### src/include/nvm_access_pkg.sv
package nvm_access_pkg;

	// ------------------------------------------------------------
	// Register offsets (byte addresses on the bus).
	// ------------------------------------------------------------
	localparam logic [3:0] CTRL_OFFSET   = 4'h0;  // Control and status register.
	localparam logic [3:0] IRQ_ST_OFFSET = 4'h4;  // Sticky event status.
	localparam logic [3:0] IRQ_MK_OFFSET = 4'h8;  // Event mask.

	// ------------------------------------------------------------
	// Control register field positions.
	// ------------------------------------------------------------
	localparam int PROG_SEL_BIT  = 7;  // Program memory select.
	localparam int CFG_SEL_BIT   = 6;  // Configuration space select.
	localparam int ROW_ERASE_BIT = 4;  // Row erase enable.
	localparam int WR_ERR_BIT    = 3;  // Write error flag.
	localparam int PERMIT_BIT    = 2;  // Write permit.
	localparam int WR_START_BIT  = 1;  // Write start, self clearing.
	localparam int RD_START_BIT  = 0;  // Read start, self clearing.

	// ------------------------------------------------------------
	// Event status field positions and reset values.
	// ------------------------------------------------------------
	localparam int EV_DONE_BIT  = 0;  // A write or erase cycle finished.
	localparam int EV_ERROR_BIT = 1;  // A write start was refused for lack of permit.
	localparam int EV_READ_BIT  = 2;  // A data read was launched.
	localparam int EV_COUNT     = 3;

	localparam logic [7:0]          CTRL_RESET = 8'h00;
	localparam logic [EV_COUNT-1:0] EV_RESET   = 3'h0;

	// ------------------------------------------------------------
	// Memory targets driven towards the array.
	// ------------------------------------------------------------
	localparam logic [1:0] TGT_DATA   = 2'h0;  // Data EEPROM.
	localparam logic [1:0] TGT_PROG   = 2'h1;  // Flash program memory.
	localparam logic [1:0] TGT_CONFIG = 2'h2;  // Configuration registers.

	// One-hot states of the write sequencer.
	typedef enum logic [2:0] {
		ST_IDLE  = 3'b001,
		ST_ERASE = 3'b010,
		ST_WRITE = 3'b100
	} wr_state_t;

endpackage

### src/hdl/nvm_access_control.sv
// What this block does
// - select bits choose config, flash or EEPROM
// - erase enable makes write start erase block
// - erase enable clear gives plain write
// - reset mid-cycle or bad write sets error flag
// - cycles need write permit set
// - write start runs cycle, clears when done
// - read start pulses one read, self clears
// - read start ignored unless EEPROM selected
module nvm_access_control
	import nvm_access_pkg::*;
(
	input  wire logic        core_clk_i,   // Core clock, 25 MHz.
	input  wire logic        srst_i,       // Synchronous reset, active high.
	input  wire logic        ce_i,         // Clock enable; low freezes all state.
	input  wire logic        wb_cyc_i,     // Wishbone cycle.
	input  wire logic        wb_stb_i,     // Wishbone strobe.
	input  wire logic        wb_we_i,      // Wishbone write enable.
	input  wire logic [3:0]  wb_adr_i,     // Wishbone byte address.
	input  wire logic [3:0]  wb_sel_i,     // Wishbone byte selects.
	input  wire logic [31:0] wb_dat_i,     // Wishbone write data.
	output logic      [31:0] wb_dat_o,     // Wishbone read data.
	output logic             wb_ack_o,     // Wishbone acknowledge.
	input  wire logic        nvm_done_i,   // Array finished the timed cycle.
	output logic             nvm_erase_o,  // Erase cycle in progress.
	output logic             nvm_write_o,  // Write cycle in progress.
	output logic             nvm_read_o,   // One-cycle read strobe.
	output logic      [1:0]  nvm_target_o, // Memory addressed by the cycle.
	output logic             irq_o         // Level interrupt.
);

	// ------------------------------------------------------------
	// Storage.
	// ------------------------------------------------------------
	logic                prog_sel_q;   // Program memory select.
	logic                cfg_sel_q;    // Configuration space select.
	logic                erase_en_q;   // Row erase enable.
	logic                err_q;        // Write error flag.
	logic                permit_q;     // Write permit.
	logic                wr_q;         // Write start, visible while busy.
	logic                rd_q;         // Read start, visible one cycle.
	logic                ack_q;        // Bus acknowledge.
	logic [31:0]         rdata_q;      // Registered read data.
	logic [EV_COUNT-1:0] ev_q;         // Sticky event flags.
	logic [EV_COUNT-1:0] mask_q;       // Event mask.
	logic [EV_COUNT-1:0] ev_set;       // Events raised this cycle.
	wr_state_t           st_q;         // Write sequencer state.
	logic                erase_q;      // Erase strobe towards the array.
	logic                write_q;      // Write strobe towards the array.
	logic                read_q;       // Read strobe towards the array.
	logic [1:0]          target_q;     // Latched target.

	// ------------------------------------------------------------
	// Bus decode.
	// ------------------------------------------------------------
	logic       bus_req;      // New request, not yet answered.
	logic       wr_lane0;     // Write touching the low byte.
	logic       ctrl_wr;      // Write to the control register.
	logic [7:0] wbyte;        // Low byte of write data.
	logic       wr_go;        // Accepted write start.
	logic       wr_refused;   // Write start without permit.
	logic       rd_go;        // Accepted read start.
	logic       cycle_end;    // Timed cycle finished.
	logic [7:0] ctrl_view;    // Control register as software sees it.

	// A request counts once: the answered cycle is masked so a held strobe is not seen twice.
	assign bus_req  = wb_cyc_i && wb_stb_i && !ack_q;
	assign wr_lane0 = bus_req && wb_we_i && wb_sel_i[0];
	assign ctrl_wr  = wr_lane0 && (wb_adr_i == CTRL_OFFSET);
	assign wbyte    = wb_dat_i[7:0];

	// A zero written to either start bit falls through; only ones start work.
	assign wr_go      = ctrl_wr && wbyte[WR_START_BIT] && !wr_q && permit_q;
	assign wr_refused = ctrl_wr && wbyte[WR_START_BIT] && !wr_q && !permit_q;
	// Reads are only for data EEPROM, so either select bit blocks them.
	assign rd_go = ctrl_wr && wbyte[RD_START_BIT] && !rd_q && !wr_q
		&& !prog_sel_q && !cfg_sel_q;

	// Completion only matters while a cycle runs; a stray pulse when idle is dropped.
	assign cycle_end = (st_q != ST_IDLE) && nvm_done_i;

	// Bit 5 is unused and always reads as zero.
	assign ctrl_view = {prog_sel_q, cfg_sel_q, 1'b0, erase_en_q,
		err_q, permit_q, wr_q, rd_q};

	// ------------------------------------------------------------
	// Bus answer: one wait state, every address answered.
	// ------------------------------------------------------------
	// Unmapped addresses read as zero and ignore writes, so a stray access never hangs.
	always_ff @(posedge core_clk_i) begin
		if (srst_i) begin
			ack_q   <= 1'b0;
			rdata_q <= 32'h0000_0000;
		end else if (ce_i) begin
			ack_q <= bus_req;
			if (bus_req && !wb_we_i) begin
				unique case (wb_adr_i)
					CTRL_OFFSET:   rdata_q <= {24'h00_0000, ctrl_view};
					IRQ_ST_OFFSET: rdata_q <= {29'h0000_0000, ev_q};
					IRQ_MK_OFFSET: rdata_q <= {29'h0000_0000, mask_q};
					default:       rdata_q <= 32'h0000_0000;
				endcase
			end
		end
	end

	assign wb_ack_o = ack_q;
	assign wb_dat_o = rdata_q;

	// ------------------------------------------------------------
	// Plain control fields.
	// ------------------------------------------------------------
	// Selects change only on software writes; the error path never touches them.
	// Erase enable and permit are ordinary read and write bits.
	always_ff @(posedge core_clk_i) begin
		if (srst_i) begin
			prog_sel_q <= CTRL_RESET[PROG_SEL_BIT];
			cfg_sel_q  <= CTRL_RESET[CFG_SEL_BIT];
			erase_en_q <= CTRL_RESET[ROW_ERASE_BIT];
			permit_q   <= CTRL_RESET[PERMIT_BIT];
		end else if (ce_i && ctrl_wr) begin
			prog_sel_q <= wbyte[PROG_SEL_BIT];
			cfg_sel_q  <= wbyte[CFG_SEL_BIT];
			erase_en_q <= wbyte[ROW_ERASE_BIT];
			permit_q   <= wbyte[PERMIT_BIT];
		end
	end

	// ------------------------------------------------------------
	// Error flag.
	// ------------------------------------------------------------
	// A reset that lands in a running cycle leaves the flag set, so software
	// learns after restart that the array contents may be torn.
	// Since reset never clears it, the flag powers up unknown until software
	// writes the control register once; firmware must do that before trusting it.
	always_ff @(posedge core_clk_i) begin
		if (srst_i) begin
			err_q <= err_q || (st_q != ST_IDLE);
		end else if (ce_i) begin
			if (wr_refused) begin
				err_q <= 1'b1;
			end else if (ctrl_wr) begin
				err_q <= wbyte[WR_ERR_BIT];
			end
		end
	end

	// ------------------------------------------------------------
	// Write sequencer.
	// ------------------------------------------------------------
	// The target is latched at start so a select write mid-cycle cannot redirect it.
	always_ff @(posedge core_clk_i) begin
		if (srst_i) begin
			st_q     <= ST_IDLE;
			wr_q     <= CTRL_RESET[WR_START_BIT];
			erase_q  <= 1'b0;
			write_q  <= 1'b0;
			target_q <= TGT_DATA;
		end else if (ce_i) begin
			unique case (st_q)
				ST_IDLE: begin
					if (wr_go) begin
						wr_q <= 1'b1;
						if (cfg_sel_q) begin
							target_q <= TGT_CONFIG;
						end else if (prog_sel_q) begin
							target_q <= TGT_PROG;
						end else begin
							target_q <= TGT_DATA;
						end
						if (erase_en_q) begin
							st_q    <= ST_ERASE;
							erase_q <= 1'b1;
						end else begin
							st_q    <= ST_WRITE;
							write_q <= 1'b1;
						end
					end
				end
				ST_ERASE, ST_WRITE: begin
					if (nvm_done_i) begin
						st_q    <= ST_IDLE;
						wr_q    <= 1'b0;
						erase_q <= 1'b0;
						write_q <= 1'b0;
					end
				end
				// An illegal state code returns to idle and drops the erase and write strobes.
				default: begin
					st_q    <= ST_IDLE;
					wr_q    <= 1'b0;
					erase_q <= 1'b0;
					write_q <= 1'b0;
				end
			endcase
		end
	end

	assign nvm_erase_o  = erase_q;
	assign nvm_write_o  = write_q;
	assign nvm_target_o = target_q;

	// ------------------------------------------------------------
	// Read launcher.
	// ------------------------------------------------------------
	// The read takes one cycle, so the start bit shows for exactly one cycle.
	always_ff @(posedge core_clk_i) begin
		if (srst_i) begin
			rd_q   <= CTRL_RESET[RD_START_BIT];
			read_q <= 1'b0;
		end else if (ce_i) begin
			rd_q   <= rd_go;
			read_q <= rd_go;
		end
	end

	assign nvm_read_o = read_q;

	// ------------------------------------------------------------
	// Interrupt status and mask.
	// ------------------------------------------------------------
	// Each source is a one-cycle condition, so the sticky register does the holding.
	always_comb begin
		ev_set               = EV_RESET;
		ev_set[EV_DONE_BIT]  = cycle_end;
		ev_set[EV_ERROR_BIT] = wr_refused;
		ev_set[EV_READ_BIT]  = rd_go;
	end

	// Writing one clears a flag; a new event in the same cycle wins.
	always_ff @(posedge core_clk_i) begin
		if (srst_i) begin
			ev_q <= EV_RESET;
		end else if (ce_i) begin
			if (wr_lane0 && (wb_adr_i == IRQ_ST_OFFSET)) begin
				ev_q <= (ev_q & ~wbyte[EV_COUNT-1:0]) | ev_set;
			end else begin
				ev_q <= ev_q | ev_set;
			end
		end
	end

	// Mask bits enable the matching status bits onto the interrupt line.
	always_ff @(posedge core_clk_i) begin
		if (srst_i) begin
			mask_q <= EV_RESET;
		end else if (ce_i && wr_lane0 && (wb_adr_i == IRQ_MK_OFFSET)) begin
			mask_q <= wbyte[EV_COUNT-1:0];
		end
	end

	// The interrupt is a plain level; software clears the status to drop it.
	assign irq_o = |(ev_q & mask_q);
endmodule

### config.mk
export PLATFORM = sky130hd
export DESIGN_NAME = nvm_access_control
export DESIGN_NICKNAME = d
export VERILOG_FILES = /design/src/include/nvm_access_pkg.sv /design/src/hdl/nvm_access_control.sv
export SDC_FILE = /design/constraint.sdc
export NUM_CORES = 1
export LEC_CHECK = 0
export ABC_AREA = 1
export CORE_MARGIN = 2
export CORE_UTILIZATION = 55
export DETAILED_ROUTE_END_ITERATION = 12
export DONT_BUFFER_PORTS = 1
export PLACE_DENSITY_LB_ADDON = 0.2
export SLEW_MARGIN = 0
export SYNTH_ARGS = -nofsm -noshare
export SYNTH_HDL_FRONTEND = slang
export SYNTH_SLANG_ARGS = --single-unit
### constraint.sdc
create_clock -name core_clk_i -period 3.35 [get_ports core_clk_i]
set_input_delay 0.335 -clock core_clk_i [delete_from_list [all_inputs] [get_ports core_clk_i]]
set_output_delay 0.335 -clock core_clk_i [all_outputs]
set_load 0.02 [all_outputs]
# Yosys cells after proc, flatten, opt, wreduce, memory -nomap -nowiden
# Cells that the tools add are included.
[totals]
regBits = 53
inputBits = 47
[op_classes]
n_eq_ne = 10
muxes = 21
n_bitwise = 5
n_reduce_logical = 39
[ops]
columns = ["op", "count"]
rows = [
  ["one-hot mux 8 bit (3 select lines)", 1],
  ["logical AND 1 bit", 20],
  ["two-way mux 3 bit", 4],
  ["two-way mux 1 bit", 11],
  ["inequality test 2 bit, second input constant", 4],
  ["AND reduction 4 bit", 2],
  ["logical NOT 1 bit", 7],
  ["bitwise AND 3 bit", 2],
  ["bitwise OR 3 bit", 2],
  ["one-hot mux 1 bit (2 select lines)", 3],
  ["one-hot mux 3 bit (2 select lines)", 1],
  ["AND reduction 3 bit", 2],
  ["== test 4 x 3 -> 1 bit, second input constant", 1],
  ["== test 4 bit, second input constant", 1],
  ["logical NOT 4 bit", 1],
  ["AND reduction 2 bit", 2],
  ["== test 3 x 1 -> 1 bit, second input constant", 1],
  ["== test 3 x 2 -> 1 bit, second input constant", 1],
  ["== test 3 bit, second input constant", 1],
  ["inequality test 3 x 1 -> 1 bit, second input constant", 1],
  ["inverter 3 bit", 1],
  ["nonzero test 3 bit", 1],
  ["OR reduction 3 bit", 1],
  ["two-way mux 2 bit", 1],
  ["other kinds (3)", 3],
]

# Logic depth before layout (Yosys ltp)
[depth]
word_depth = 12
depth_mapped = 9
mapped_depth_nobuf = 9

# Worst setup path before layout
# Ideal clock, no wire load.
[synth_timing]
path_kind = "input to register"
from = "input port wb_adr_i[1]"
to = "register err_q, enable pin"
arrival_ns = 0.933
required_ns = 3.057
slack_ns = 2.125
cell_stages = 5
path_buffers = 0
cell_sequence = "nor2_4 -> nand2_2 -> nor2_4 -> nand3_4 -> nand2_1"
[synth_via]
elab_chain_cells = 7
[synth_lines]
columns = ["item", "line", "rtl"]
rows = [
  ["from (decl)", "nvm_access_control.sv:19", "input wire logic [3:0] wb_adr_i,"],
  ["logical NOT 4 bit (*)", "nvm_access_control.sv:69", "assign ctrl_wr = wr_lane0 && (wb_adr_i == CTRL_OFFSET);"],
  ["logical AND 1 bit (*)", "nvm_access_control.sv:69", ""],
  ["logical AND 1 bit (3 in a row)", "nvm_access_control.sv:74", "assign wr_refused = ctrl_wr && wbyte[WR_START_BIT] && !wr_q && !permit_q;"],
  ["nonzero test 3 bit (no line) (*)", "n/a", ""],
  ["AND reduction 2 bit (no line) (*)", "n/a", ""],
  ["to (signal assigned)", "nvm_access_control.sv:138", "err_q <= err_q || (st_q != ST_IDLE);"],
  ["to (signal assigned)", "nvm_access_control.sv:143", "err_q <= wbyte[WR_ERR_BIT];"],
  ["to (decl)", "nvm_access_control.sv:38", "logic err_q;"],
]
# Every way passes the cells marked *; elsewhere a longest branch is shown, timed or not.
# A chain may end at the register's enable or synchronous reset.

# Worst setup path in the final report
[layout_timing]
from = "register ack_q (netlist: wb_ack_o)"
to = "register rdata_q[6] (netlist: wb_dat_o[6])"
[layout_via]
elab_chain_cells = 4
[layout_lines]
columns = ["item", "line", "rtl"]
rows = [
  ["from (decl)", "nvm_access_control.sv:42", "logic ack_q;"],
  ["from (signal assigned)", "nvm_access_control.sv:95", "ack_q <= bus_req;"],
  ["logical NOT 1 bit", "nvm_access_control.sv:67", "assign bus_req = wb_cyc_i && wb_stb_i && !ack_q;"],
  ["logical AND 1 bit", "nvm_access_control.sv:67", ""],
  ["logical AND 1 bit", "nvm_access_control.sv:96", "if (bus_req && !wb_we_i) begin"],
  ["AND reduction 2 bit (no line)", "n/a", ""],
  ["to (signal assigned)", "nvm_access_control.sv:98", "CTRL_OFFSET: rdata_q <= {24'h00_0000, ctrl_view};"],
  ["to (signal assigned)", "nvm_access_control.sv:99", "IRQ_ST_OFFSET: rdata_q <= {29'h0000_0000, ev_q};"],
  ["to (signal assigned)", "nvm_access_control.sv:100", "IRQ_MK_OFFSET: rdata_q <= {29'h0000_0000, mask_q};"],
  ["to (decl)", "nvm_access_control.sv:43", "logic [31:0] rdata_q;"],
]
# No other way between the ends.

==> out/qor.csv <==
metric;value;unit
status;completed;
drt wl/cell;12.45;microns
CP Capture Type;flip-flop;
Tcrit/Tclk final;39.52;%
FF-to-FF Start;wb_ack_o;
Ports;86;
DRC;0;
post-synth top area share;36.00;%
CTS max path bufs;2;
vias per inst;5.282;
number of fill cells;229;
Die X-Extent;56.25;microns
CP Launch Type;flip-flop;
hold bufs inserted after CTS;0;
clk_lat worst skew;0.33;ns
GR Layer Usage met3;5.069;%
leading area contributor after synthesis;dfxtp_1;
Synth Register Bits;28;
RR Endpoint;wb_dat_o[6];
Synth Flop Type;dfxtp_1;
Worst VDD drop;245.4;uV
Pre-antenna DRT Iters;4;
ant diodes;0;
DR vias;1236;
reg2reg setup slack;2.03;ns
Root Buffer;clkbuf_4;
final setup fails;0;
Total GRT Usage;18.77;%
Finished Layout Cells;234;
Worst Reg2Reg Path Length in Cells;6;
largest net degree at the start of global routing;18;
Die ar.;0.003164;sq mm
vias in the first global route;1216;
Layout Area Growth over Synthesis;-1.583;%
htree depth;1;
share of layout cells above drive strength 1;9.804;%
most common cell in the netlist;nand2_1;
synth top area cells;dfxtp_1 (36%), buf_4 (13%), nand2_1 (10%), a21oi_1 (6.3%), nand3_1 (6.0%);
critical path arrival;1.57;ns
pre-CTS setup slack;2.003;ns
Die Ht;56.25;microns
Final HPWL DP;2.312;mm
Max Cap Viol;0;
Synth top cells by count;nand2_1 (42), dfxtp_1 (27), buf_4 (25), a21oi_1 (19), inv_1 (19);
Final ANT Viol Nets;0;
M2 GR Usage;33.61;%
Post-synth ARST share;0;%
syn_area_per_cell;7.324;sq um
register area share after synthesis;38.00;%
final hold violations;0;
number of DRC markers in iteration 0;53;
clk sinks;28;
DP Cell Count;230;
Slew Viols, Final;0;
clk slew on worst S/H paths;0.15;ns
power per cell area;412.4;mW/mm^2
final layout net count;252;
Row Count;18;
Peak Freq;755.3;MHz
final worst slack;2.026;ns
clk_skew;0.007690;ns
Post-Route WL;2.913;mm
antenna violations before repair;0;
CP Max Fanout;8;
yosys warns;0;
Period minus WS final;1.324;ns
CTS tree;done;
Worst Setup SP;wb_ack_o;
gr busiest metal;met2;
RSZ-0062 raised after global routing;no;
total gr overflow;0;
Post-CTS Resized;0;
Starting Density;59.52;%
postcts setup bufs;0;
CP endpoint;wb_dat_o[6];
Core Area;0.002522;sq mm
Worst Hold Class;input port to flip-flop;
synthesized instance count;205;
CTS buffer count;3;
met1 global-route usage;20.74;%
Routability Congestion;0.8785;
first-pass GRT wire length;4.871;mm
Post-synth EDFFs;1;
Final TNS setup;0;ns
type of the worst setup path;flip-flop to flip-flop;
Worst Path Required;3.59;ns
Cell Area, Synth;0.001501;sq mm
Yosys cell types;22;
Buffers on Ports;0;
Leakage;0.0005954;uW
-- cell families after synthesis --
kind of cell,synth area share [%]
buffers and inverters,18.33
other,0.2498
flip-flops,38.00
AO/OA/AOI/OAI,9.416
AND/OR/NAND/NOR,34.00
-- stage by stage --
stage	utilization [%]	area, sq um	hold slack [ns]	total power [uW]
2_1_floorplan	-	1592	0.4528	417.7
5_1_grt	58.58	1478	0.03126	625.8
3_5_place_dp	56.50	1425	0.4083	394.3
3_3_place_gp	56.50	1425	0.4069	393.8
6_report	58.58	1478	0.04385	609.4
4_1_cts	58.58	1478	0.03323	610.9
-- layout by cell type (no fill, tap or decap), types with 4 or more instances in the layout --
cell type and instances:
o21ai_0 7, nand4_1 9, nand2_1 42, nand3_1 18, nor2_2 4, conb_1 25
dfxtp_1 27, nor2_4 5, nor2_1 11, inv_1 19, a21oi_1 19, nand2_2 4
-- layout make-up --
type                       instances  area [sq um]  share of cell area [%]
clock inverter                     1         30.03                   2.032
inverter                          19         71.32                   4.826
multi-input combinational        153         745.7                   50.47
sequential                        28         570.5                   38.61
tap                               30         37.54                   2.540
clock buffer                       3         22.52                   1.524
-- power breakdown --
group          switching (uW)  internal, uW
sequential               1.73           337
combinational            41.8          7.52
clock                     100           121
total                     144           465
-- sequential cells by signal, summed over array words and instances (netlist names) --
signal / flops
mask_q: 3
nvm_write_o: 1
st_q: 3
cfg_sel_q: 1
nvm_erase_o: 1
wr_q: 1
permit_q: 1
prog_sel_q: 1
nvm_read_o: 1
nvm_target_o: 2
ev_q: 3
erase_en_q: 1
wb_ack_o: 1
err_q: 1
wb_dat_o: 7
-- worst min path at each step --
stage,startpoint,end,slack (ns),depth (start not counted)
after floorplan,ev_q[1],ev_q[1],0.45,2
after global placement,srst_i,ev_q[1],0.41,1
after detailed placement,srst_i,permit_q,0.41,1
after CTS,srst_i,wb_dat_o[7],0.03,1
after global routing,srst_i,wb_dat_o[4],0.03,1
final,srst_i,wb_dat_o[3],0.04,1
-- worst max-delay path, stage by stage (launching register included) --
cell and delay, ns:
dfxtp_1 0.42, nor2_1 0.19, nand2_1 0.12, nor2_4 0.20, inv_1 0.15, nand2_1 0.09
a21oi_1 0.07
-- metal layers --
layer,vias up,wire length [microns]
li1,618,-
met1,555,1150
met3,7,256
met5,-,0
met4,0,43
met2,56,1462
(Power assumes the default switching activity.)
